--- config.mk ---
export PLATFORM = sky130hd
export DESIGN_NAME = irg_glue
export DESIGN_NICKNAME = d
export VERILOG_FILES = /design/src/irg_pkg.sv /design/src/irg_turnaround.sv /design/src/irg_glue.sv
export SDC_FILE = /design/constraint.sdc
export NUM_CORES = 1
export LEC_CHECK = 0
export CAP_MARGIN = 0
export CELL_PAD_IN_SITES_DETAIL_PLACEMENT = 0
export CELL_PAD_IN_SITES_GLOBAL_PLACEMENT = 2
export CORE_MARGIN = 1
export CORE_UTILIZATION = 39
export CTS_CLUSTER_DIAMETER = 30
export DETAILED_ROUTE_END_ITERATION = 10
export DONT_BUFFER_PORTS = 1
export PLACE_DENSITY_LB_ADDON = 0.15
export SYNTH_ARGS = -nofsm -noshare
export SYNTH_HDL_FRONTEND = slang
export SYNTH_SLANG_ARGS = --single-unit
--- constraint.sdc ---
create_clock -name clock -period 2 [get_ports clock]
set_clock_uncertainty 0.1 [all_clocks]
set_input_delay 0.3 -clock clock [delete_from_list [all_inputs] [get_ports clock]]
set_output_delay 0.3 -clock clock [all_outputs]
set_load 0.005 [all_outputs]
--- src/irg_pkg.sv ---
package irg_pkg;

  // Register offsets on the plain register port
  localparam logic [7:0] ADDR_MUX  = 8'h00;
  localparam logic [7:0] ADDR_PWR  = 8'h01;
  localparam logic [7:0] ADDR_TAT  = 8'h02;
  localparam logic [7:0] ADDR_UIS  = 8'h03;
  localparam logic [7:0] ADDR_ACT  = 8'h04;
  localparam logic [7:0] ADDR_CBL  = 8'h05;
  localparam logic [7:0] ADDR_CBH  = 8'h06;
  localparam logic [7:0] ADDR_SPF  = 8'h07;
  localparam logic [7:0] ADDR_SMS  = 8'h09;
  localparam logic [7:0] ADDR_SME  = 8'h0a;
  localparam logic [7:0] ADDR_CTL  = 8'h0b;
  localparam logic [7:0] ADDR_PMS  = 8'h0c;

  // Field positions
  localparam int MUX_TX_LO   = 6;
  localparam int MUX_CIR_LO  = 4;
  localparam int PWR_UART2   = 7;
  localparam int PWR_CIR     = 6;
  localparam int PWR_PLL     = 5;
  localparam int ACT_CIR     = 2;
  localparam int SMI_IR      = 1;
  localparam int CTL_HDX     = 0;
  localparam int CTL_SMI_PIN = 1;
  localparam int PMS_WAKE    = 0;
  localparam int SPF_LO      = 0;

  // Field codes
  localparam logic [1:0] MUX_FOLLOW = 2'h1;
  localparam logic [1:0] MUX_HIZ    = 2'h3;
  localparam logic [1:0] SPF_CLK32  = 2'h2;

  // Values after reset
  localparam logic [7:0] RST_REG = 8'h00;

  // Turnaround tick: 100 us at a 25 ns clock
  localparam int TICK_NS  = 100000;
  localparam int CLK_NS   = 25;
  localparam int TICK_CYC = TICK_NS / CLK_NS;
  localparam int TICK_W   = 12;
  localparam logic [TICK_W-1:0] TICK_LAST = TICK_W'(TICK_CYC - 1);

  // Direction of the IR controller
  typedef enum logic {DIR_RX, DIR_TX} irg_dir_e;

  // Signals from the IR controller
  typedef struct packed {
    logic tx_data;
    logic ir_mode_en;
    logic bit_done;
    logic rx_start;
    logic rx_busy;
    logic tx_pending;
    logic runtime_event;
  } irg_irc_s;

  // Consumer-IR power and clock controls
  typedef struct packed {
    logic       powered;
    logic       full_mode;
    logic       wake_only;
    logic       clk_pll;
    logic       pll_run;
    logic       wake_en;
    logic [1:0] out_mux;
  } irg_cir_s;

endpackage : irg_pkg

--- src/irg_turnaround.sv ---
module irg_turnaround
(
  // Clock and reset
  input  wire logic       clock,
  input  wire logic       nrst,
  // Control
  input  wire logic       restart,
  input  wire logic [7:0] steps,
  // Status
  output logic            expired
);

  logic [irg_pkg::TICK_W-1:0] pre_ff;
  logic [7:0]                 cnt_ff;

  always_ff @(posedge clock or negedge nrst)
  begin
    if (!nrst)
      pre_ff <= '0;
    else if (restart || pre_ff == irg_pkg::TICK_LAST)
      pre_ff <= '0;
    else
      pre_ff <= pre_ff + 1'b1;
  end

  always_ff @(posedge clock or negedge nrst)
  begin
    if (!nrst)
      cnt_ff <= '0;
    else if (restart)
      cnt_ff <= steps;
    else if (cnt_ff != 8'h00 && pre_ff == irg_pkg::TICK_LAST)
      cnt_ff <= cnt_ff - 1'b1;
  end

  assign expired = (cnt_ff == 8'h00) && !restart;
endmodule : irg_turnaround

--- src/irg_glue.sv ---
module irg_glue
(
  // Clock and reset
  input  wire logic               clock,
  input  wire logic               nrst,
  input  wire logic               bus_reset,
  // Register port
  input  wire logic [7:0]         reg_addr,
  input  wire logic [7:0]         reg_wdata,
  input  wire logic               reg_wr,
  input  wire logic               reg_rd,
  output logic      [7:0]         reg_rdata,
  // IR controller side
  input  wire irg_pkg::irg_irc_s  irc,
  output irg_pkg::irg_dir_e       dir_ff,
  // Serial IRQ side
  input  wire logic               ace_base_valid,
  input  wire logic               auxiliary_output_two,
  output logic      [3:0]         irq_channel,
  output logic                    sirq_req_ff,
  // Pins
  output logic                    ir_transmit_pin_o_ff,
  output logic                    ir_transmit_pin_oe_ff,
  input  wire logic               ir_receive_pin,
  output logic                    wake_event_output_n_ff,
  output logic                    smi_output_pin_n_ff,
  // Consumer-IR controls
  input  wire logic               main_power_on,
  input  wire logic               cir_cfgb_wr,
  input  wire logic [1:0]         cir_cfgb_mux,
  output irg_pkg::irg_cir_s       cir
);

  logic [7:0] mux_ff;
  logic [7:0] pwr_ff;
  logic [7:0] tat_ff;
  logic [7:0] uis_ff;
  logic [7:0] act_ff;
  logic [7:0] cbl_ff;
  logic [7:0] cbh_ff;
  logic [7:0] spf_ff;
  logic [7:0] sms_ff;
  logic [7:0] sme_ff;
  logic [7:0] ctl_ff;
  logic [7:0] pms_ff;
  logic       hold_ff;
  logic       rx_prev_ff;
  logic       rx_busy_ff;
  logic [7:0] nxt_rdata;
  logic       wr_hit_mux;
  logic       timer_restart;
  logic       timer_expired;
  logic       turn_ok;
  logic       wake_edge;
  logic       nxt_tx_o;
  logic       nxt_tx_oe;
  logic [1:0] tx_mux;
  logic       uart2_on;

  assign wr_hit_mux = reg_wr && reg_addr == irg_pkg::ADDR_MUX;
  assign tx_mux     = mux_ff[irg_pkg::MUX_TX_LO +: 2];
  assign uart2_on   = pwr_ff[irg_pkg::PWR_UART2];

  // Standby-held settings: main-power resets leave them alone
  always_ff @(posedge clock or negedge nrst)
  begin
    if (!nrst)
    begin
      mux_ff <= irg_pkg::RST_REG;
      act_ff <= irg_pkg::RST_REG;
      cbl_ff <= irg_pkg::RST_REG;
      cbh_ff <= irg_pkg::RST_REG;
      spf_ff <= irg_pkg::RST_REG;
      uis_ff <= irg_pkg::RST_REG;
      sme_ff <= irg_pkg::RST_REG;
    end
    else
    begin
      if (reg_wr)
      begin
        unique case (reg_addr)
          irg_pkg::ADDR_MUX: mux_ff <= reg_wdata;
          irg_pkg::ADDR_ACT: act_ff <= reg_wdata;
          irg_pkg::ADDR_CBL: cbl_ff <= reg_wdata;
          irg_pkg::ADDR_CBH: cbh_ff <= reg_wdata;
          irg_pkg::ADDR_SPF: spf_ff <= reg_wdata;
          irg_pkg::ADDR_UIS: uis_ff <= reg_wdata;
          irg_pkg::ADDR_SME: sme_ff <= reg_wdata;
          default: ;
        endcase
      end
      // second writer; only a bus write to the mux itself wins
      if (cir_cfgb_wr && !wr_hit_mux)
        mux_ff[irg_pkg::MUX_CIR_LO +: 2] <= cir_cfgb_mux;
    end
  end

  // Main-power registers, also cleared by bus reset
  always_ff @(posedge clock or negedge nrst)
  begin
    if (!nrst)
    begin
      pwr_ff <= irg_pkg::RST_REG;
      tat_ff <= irg_pkg::RST_REG;
      ctl_ff <= irg_pkg::RST_REG;
    end
    else if (bus_reset)
    begin
      pwr_ff <= irg_pkg::RST_REG;
      tat_ff <= irg_pkg::RST_REG;
      ctl_ff <= irg_pkg::RST_REG;
    end
    else if (reg_wr)
    begin
      unique case (reg_addr)
        irg_pkg::ADDR_PWR: pwr_ff <= reg_wdata;
        irg_pkg::ADDR_TAT: tat_ff <= reg_wdata;
        irg_pkg::ADDR_CTL: ctl_ff <= reg_wdata;
        default: ;
      endcase
    end
  end

  // Registered read data, zero when unmapped or idle
  always_comb
  begin
    nxt_rdata = 8'h00;
    unique case (reg_addr)
      irg_pkg::ADDR_MUX: nxt_rdata = mux_ff;
      irg_pkg::ADDR_PWR: nxt_rdata = pwr_ff;
      irg_pkg::ADDR_TAT: nxt_rdata = tat_ff;
      irg_pkg::ADDR_UIS: nxt_rdata = uis_ff;
      irg_pkg::ADDR_ACT: nxt_rdata = act_ff;
      irg_pkg::ADDR_CBL: nxt_rdata = cbl_ff;
      irg_pkg::ADDR_CBH: nxt_rdata = cbh_ff;
      irg_pkg::ADDR_SPF: nxt_rdata = spf_ff;
      irg_pkg::ADDR_SMS: nxt_rdata = sms_ff;
      irg_pkg::ADDR_SME: nxt_rdata = sme_ff;
      irg_pkg::ADDR_CTL: nxt_rdata = ctl_ff;
      irg_pkg::ADDR_PMS: nxt_rdata = pms_ff;
      default:           nxt_rdata = 8'h00;
    endcase
  end

  always_ff @(posedge clock or negedge nrst)
  begin
    if (!nrst)
      reg_rdata <= 8'h00;
    else if (reg_rd)
      reg_rdata <= nxt_rdata;
    else
      reg_rdata <= 8'h00;
  end

  // sticky status, set wins over write-one clear
  always_ff @(posedge clock or negedge nrst)
  begin
    if (!nrst)
      sms_ff <= irg_pkg::RST_REG;
    else
    begin
      if (reg_wr && reg_addr == irg_pkg::ADDR_SMS)
        sms_ff <= sms_ff & ~reg_wdata;
      if (irc.runtime_event)
        sms_ff[irg_pkg::SMI_IR] <= 1'b1;
    end
  end

  // SMI gated by enable and pin enable
  always_ff @(posedge clock or negedge nrst)
  begin
    if (!nrst)
      smi_output_pin_n_ff <= 1'b1;
    else
      smi_output_pin_n_ff <= !(sms_ff[irg_pkg::SMI_IR]
                              && sme_ff[irg_pkg::SMI_IR]
                              && ctl_ff[irg_pkg::CTL_SMI_PIN]);
  end

  // serial IRQ request needs channel, base and aux two
  assign irq_channel = uis_ff[3:0];
  always_ff @(posedge clock or negedge nrst)
  begin
    if (!nrst)
      sirq_req_ff <= 1'b0;
    else
      sirq_req_ff <= sms_ff[irg_pkg::SMI_IR] && irq_channel != 4'h0
                     && ace_base_valid && auxiliary_output_two;
  end

  // single-sample falling edge, no filtering on purpose
  assign wake_edge = rx_prev_ff && !ir_receive_pin;
  always_ff @(posedge clock or negedge nrst)
  begin
    if (!nrst)
      rx_prev_ff <= 1'b1;
    else
      rx_prev_ff <= ir_receive_pin;
  end

  // sticky wake flag, set wins over clear
  always_ff @(posedge clock or negedge nrst)
  begin
    if (!nrst)
      pms_ff <= irg_pkg::RST_REG;
    else
    begin
      if (reg_wr && reg_addr == irg_pkg::ADDR_PMS)
        pms_ff <= pms_ff & ~reg_wdata;
      if (wake_edge)
        pms_ff[irg_pkg::PMS_WAKE] <= 1'b1;
    end
  end

  always_ff @(posedge clock or negedge nrst)
  begin
    if (!nrst)
      wake_event_output_n_ff <= 1'b1;
    else
      wake_event_output_n_ff <= !(pms_ff[irg_pkg::PMS_WAKE] || wake_edge);
  end

  // restart on each bit and at end of a reception
  always_ff @(posedge clock or negedge nrst)
  begin
    if (!nrst)
      rx_busy_ff <= 1'b0;
    else
      rx_busy_ff <= irc.rx_busy;
  end

  assign timer_restart = irc.bit_done || (rx_busy_ff && !irc.rx_busy);

  irg_turnaround u_turn
  (
    .clock   (clock),
    .nrst    (nrst),
    .restart (timer_restart),
    .steps   (tat_ff),
    .expired (timer_expired)
  );

  // with half duplex on, switch to transmit only when idle and timed out
  assign turn_ok = !ctl_ff[irg_pkg::CTL_HDX]
                   || (timer_expired && !irc.rx_busy && !irc.rx_start);

  always_ff @(posedge clock or negedge nrst)
  begin
    if (!nrst)
      dir_ff <= irg_pkg::DIR_RX;
    else
    begin
      unique case (dir_ff)
        irg_pkg::DIR_RX:
          if (irc.tx_pending && turn_ok)
            dir_ff <= irg_pkg::DIR_TX;
        irg_pkg::DIR_TX:
          if (!irc.tx_pending && irc.rx_start
              && (!ctl_ff[irg_pkg::CTL_HDX] || timer_expired))
            dir_ff <= irg_pkg::DIR_RX;
      endcase
    end
  end

  // hold low from any reset until the port is powered
  always_ff @(posedge clock or negedge nrst)
  begin
    if (!nrst)
      hold_ff <= 1'b1;
    else if (bus_reset)
      hold_ff <= 1'b1;
    else if (uart2_on)
      hold_ff <= 1'b0;
  end

  always_comb
  begin
    nxt_tx_o  = 1'b0;
    nxt_tx_oe = 1'b1;
    if (uart2_on && !hold_ff)
      nxt_tx_o = (tx_mux == irg_pkg::MUX_FOLLOW) && irc.ir_mode_en
                 && irc.tx_data;
    else if (!uart2_on && !hold_ff && tx_mux == irg_pkg::MUX_HIZ)
      nxt_tx_oe = 1'b0;
  end

  always_ff @(posedge clock or negedge nrst)
  begin
    if (!nrst)
    begin
      ir_transmit_pin_o_ff  <= 1'b0;
      ir_transmit_pin_oe_ff <= 1'b1;
    end
    else if (bus_reset)
    begin
      ir_transmit_pin_o_ff  <= 1'b0;
      ir_transmit_pin_oe_ff <= 1'b1;
    end
    else
    begin
      ir_transmit_pin_o_ff  <= nxt_tx_o;
      ir_transmit_pin_oe_ff <= nxt_tx_oe;
    end
  end

  // powered only with base, activate and power bit
  // mode and clock follow main power
  // wake needs suspend clock pin and running PLL
  always_comb
  begin
    cir.powered   = (cbl_ff != 8'h00 || cbh_ff != 8'h00)
                    && act_ff[irg_pkg::ACT_CIR] && pwr_ff[irg_pkg::PWR_CIR];
    cir.full_mode = cir.powered && main_power_on;
    cir.wake_only = cir.powered && !main_power_on;
    cir.clk_pll   = !main_power_on;
    cir.pll_run   = !main_power_on && pwr_ff[irg_pkg::PWR_PLL];
    cir.wake_en   = cir.wake_only && cir.pll_run
                    && spf_ff[irg_pkg::SPF_LO +: 2] == irg_pkg::SPF_CLK32;
    // both writers land in the same field
    cir.out_mux   = mux_ff[irg_pkg::MUX_CIR_LO +: 2];
  end
endmodule : irg_glue

# Yosys cells after proc, flatten, opt, wreduce, memory -nomap -nowiden
# Cells that the tools add are included.
[word_totals] ff_bits=133 inputBits=35 out_inout_bits=26 word_cells=154
[classes] add_sub_neg=2 eq_ne=15 n_mux=31 bitwise_logic=4 reduce_logical=75
[op_table] operator="$mux 8" n=12
[op_table] operator="$pmux 8 s12" n=1
[op_table] operator="$eq 8x3->1 const B" n=4
[op_table] operator="$eq 8x4->1 const B" n=4
[op_table] operator="$logic_and 1x1->1" n=30
[op_table] operator="$reduce_bool 8->1" n=3
[op_table] operator="$reduce_and 2->1" n=11
[op_table] operator="$reduce_bool 2->1" n=10
[op_table] operator="$and 8x8->8" n=2
[op_table] operator="$eq 8x2->1 const B" n=2
[op_table] operator="$logic_not 8->1" n=2
[op_table] operator="$add 12x1->12 const B" n=1
[op_table] operator="$eq 12x12->1 const B" n=1
[op_table] operator="$logic_not 1->1" n=12
[op_table] operator="$mux 1" n=12
[op_table] operator="$mux 12" n=1
[op_table] operator="$mux 6" n=2
[op_table] operator="$eq 8x1->1 const B" n=1
[op_table] operator="$not 8->8" n=1
[op_table] operator="$sub 8x1->8 const B" n=1
[op_table] operator="$logic_or 1x1->1" n=6
[op_table] operator="$eq 2x2->1 const B" n=2
[op_table] operator="$mux 2" n=2
[op_table] operator="$reduce_bool 4->1" n=1
[op_table] operator="3 further kinds" n=3

# Logic depth before layout (Yosys ltp)
[depth] depth_word=11 ltp_mapped=6 depth_no_buf=6

# Cells and area by module
# Synthesis repeated with hierarchy kept, for this count alone.
[unflattened] cells_unflattened=532 area_unflattened_um2=6387.4
[modules_own_cells] module="irg_glue" n_inst=1 cells_each=414 area_per_inst_um2=5238.8 seq_area_each_um2=2834.0
[modules_own_cells] module="irg_turnaround" n_inst=1 cells_each=118 area_per_inst_um2=1148.6 seq_area_each_um2=500.5

# Least setup slack after synthesis
# Ideal clock, no wire load.
[synth_timing] path_type="reg-to-reg" from="register u_turn.pre_ff[0] (netlist name)" to="register u_turn.cnt_ff[3]" setup_ns=0.082 arrival_ns=1.793 required_time_ns=1.818 path_slack_ns=0.025 path_stages_with_launch=7 path_buffers=1 period_less_slack_ns=1.975 path_cell_list="dfrtp_1 ha_1 and4_1 clkbuf_1 nand3_1 or4_1 a31oi_1"
[synth_between] elab_chain_cells=3
[synth_lines] item="start: declaration" line_no="irg_turnaround.sv:13" source="logic [irg_pkg::TICK_W-1:0] pre_ff;"
[synth_lines] item="start signal: assignment" line_no="irg_turnaround.sv:23" source="pre_ff <= pre_ff + 1'b1;"
[synth_lines] item="$eq 12x12->1" line_no="irg_turnaround.sv:32" source="else if (cnt_ff != 8'h00 && pre_ff == irg_pkg::TICK_LAST)"
[synth_lines] item="$logic_and 1x1->1" line_no="irg_turnaround.sv:32"
[synth_lines] item="$reduce_bool 2->1 (no line)"
[synth_lines] item="end signal: assignment" line_no="irg_turnaround.sv:31" source="cnt_ff <= steps;"
[synth_lines] item="end signal: assignment" line_no="irg_turnaround.sv:33" source="cnt_ff <= cnt_ff - 1'b1;"
[synth_lines] item="end: declaration" line_no="irg_turnaround.sv:14" source="logic [7:0] cnt_ff;"
# No other way between the ends.
# A chain may end at the register's enable or synchronous reset.

==> flow_summary.toml <==
[outcome]
outcome = "complete, but fails checks"
failed_checks = "hold timing, setup timing"

[grt]
antenna_found_initial = 4
grt_max_degree = 134
grt-ovfl-total = 0
grt_usage_pct = 21.0
grt_pass1_vias = 4303
grt_first_pass_wirelength_um = 25800

[finish]
drive_above_1_share_pct = 27.7
multi_input_area_um2 = 2900
fin_util_pct = 47.5
final_cell_mix = "dfrtp_1, mux2_2, nor2_1"
final_area_um2 = 7540
area_growth_pct = 18.5
regArea_um2 = 3330
final_common_cell = "dfrtp_1"
layout.nets = 578
nFillCells = 1504

[synth]
synthFlopType = "dfrtp_1"
syn_area_um2 = 6370
ys_ff_latch = 133
synth_top_cell_by_area = "dfrtp_1"
netlist_instances = 515
ys_async_sr_fraction_pct = 100
synth.area.top_cells = "dfrtp_1, mux2_2, mux2i_1, mux4_2, nor2_1"
ys_types = 55
synth_top_area_share_pct = 50.3
synth_edf_count = 0
avgSynthCellArea_um2 = 12.4
yosysSeqAreaShare_pct = 52.4
synth_nets = 553
yosysWarningCount = 0

[clock_tree]
clock_path_buffers = 2
clkSinkCount = 133
cts_made_buffers = 17
tritoncts = "yes"
cts.clk_slew.worst_paths_ps = 60
htree_levels = 4
cts_hold_buf = 21
clockRootBuffer = "clkbuf_16"
clk-insertion-delay-late_ps = 420

[routing]
drt_iter0_markers = 271
detail_route.wl_per_cell_um = 20.8
route.detailed.drc = 0
vias_per_cell = 5.52
drt_wl_total_um = 16100
first_pass_iters = 4
ant_nets = 0
vias = 4258

[timing]
setup_viol = 3
grt_setup_unrepaired = "true"
setup-tns-final_ps = -114
period_minus_slack_ps = 2070
whs_ps = -514
worst_pin_slew_ps = 633
finalCritPeriodShare_pct = 104
final_max_slew_viol_count = 0
hold_viol = 133
fin_ws_ps = -74.5
max_slew_margin_pct = 57.6
fmax_ghz = 0.482

[placed_design]
routabilityCongestion = 0.779
dp_slack_ps = 46.8
placed_area_um2 = 6660
portBuffers = 0
hpwl_um = 10600

[floorplan]
ios = 61
core_um2 = 15900
die_w_um = 130
die-area_um2 = 16800
initial_core_util_pct = 40.1
die_h_um = 130
rows = 46

[critical_path]
worstSetupStartpointType = "flop"
path_buf_inv = 0
critPathArrivalTime_ps = 1670
cp-end-kind = "output port"
crit_type = "reg2out"
path_cells = "nor4_4, a41oi_2, and4b_1"
crit_path_max_incr_delay_ps = 410
cp_data_required_time_ps = 1600
crit_fanout = 4
critical-path-top-delay-family = "simple AND/OR/NAND/NOR gates"
crit_slowest_cell = "dfrtp_1"

[min_path]
min_path_type = "in2async"

[power]
total_power_mw = 6.27
leakagePower_nw = 3.37
power.density_nw_per_um2 = 831
peakVddDrop_mv = 0.616

[flow_run]
drv_cap = 0
-- routing by layer --
metal  global-route usage, %  up-vias  part of all wire [%]
met5                       0        -                 0.068
met1                    29.9     2205                    47
met4                    7.66        2                   1.7
met3                    5.21       21                   4.8
met2                    31.0       74                    46
li1                        -     1956                     -
-- worst reg2reg max path: stages, from the launching register on --
cell and delay (ps):
dfrtp_1 410, or4_1 660, or2_4 330, a211oi_2 220, a21oi_1 60
-- final timing paths --
check	from	to	slack, ps	depth (start not counted)
max reg2reg	u_turn.cnt_ff[4]	u_turn.cnt_ff[0]	90	4
min	nrst	u_turn.cnt_ff[3]	-510	0
min reg2reg	pms_ff[0]	wake_event_output_n_ff	330	1
min in group clock	cir_cfgb_mux[0]	mux_ff[4]	10	2
max	cbl_ff[1]	cir[2]	-70	3
max in group asynchronous	nrst	smi_output_pin_n_ff	2010	0
-- report_power, final --
| part | switching (mW) | internal, mW |
|---|---|---|
| clock | 1.22 | 1.84 |
| sequential | 0.0661 | 2.77 |
| combinational | 0.180 | 0.201 |
| total | 1.46 | 4.81 |
-- state kept, by name, indices dropped and copies added, names as in the netlist --
name,flops
act_ff,8
cbh_ff,8
cbl_ff,8
ctl_ff,8
dir_ff,1
hold_ff,1
ir_transmit_pin_o_ff,1
ir_transmit_pin_oe_ff,1
mux_ff,8
pms_ff,8
pwr_ff,8
reg_rdata,8
rx_busy_ff,1
rx_prev_ff,1
sirq_req_ff,1
sme_ff,8
smi_output_pin_n_ff,1
sms_ff,8
spf_ff,8
tat_ff,8
u_turn.cnt_ff,8
u_turn.pre_ff,12
uis_ff,8
wake_event_output_n_ff,1
-- what timing repair did --
item                                   4_1_cts  5_1_grt
gates resized for setup                      5        8
setup endpoints to repair                    4        9
gates cloned                                 0        0
buffers inserted                             1        0
pin swaps                                    2        1
endpoints found under the hold margin      242      133
-- area by class of cell --
| cell class | count | area share (%) |
|---|---|---|
| inverter | 8 | 0.398 |
| antenna | 3 | 0.0995 |
| sequential | 133 | 44.2 |
| multi-input combinational | 335 | 38.4 |
| timing repair buffer | 45 | 5.64 |
| tap | 216 | 3.58 |
| clock inverter | 15 | 2.07 |
| clock buffer | 17 | 5.64 |
-- synthesized netlist by cell type, drive strengths merged (2+ instances only) --
cell type and number:
a211oi 3, a21boi 14, a21o 4, a21oi 5, a22oi 7, a31oi 7, a41oi 2, and2 4
and3 3, and4 5, and4b 2, buf 15, clkbuf 24, dfrtp 128, dfstp 5, ha 3
inv 8, mux2 55, mux2i 43, mux4 16, nand2 11, nand3 9, nand3b 3, nand4 5
nand4b 4, nor2 51, nor2b 9, nor3 6, nor3b 2, nor4 10, nor4bb 2, o21ai 6
o22a 7, o22ai 8, or2 2, or3 3, or3b 2, or4 3, xnor2 6, xor2 4
-- per-stage QoR --
stage / hold slack, ps / std cells
after global placement: -88.1 / 715
final: -514 / 772
after global routing: -539 / 770
after CTS: -538 / 769
after detailed placement: -87.9 / 715
after floorplan: -95.6 / 515
-- kinds of logic after synthesis --
logic type / count (synthesis) / synth area share [%]
simple gates: 138 / 12.5
xor+xnor: 10 / 1.38
buf+inv: 47 / 3.26
mux: 114 / 22.1
fa+ha+maj: 3 / 0.589
compound gates: 70 / 7.80
flops: 133 / 52.4
No activity file was read; power rests on OpenSTA's default activity.
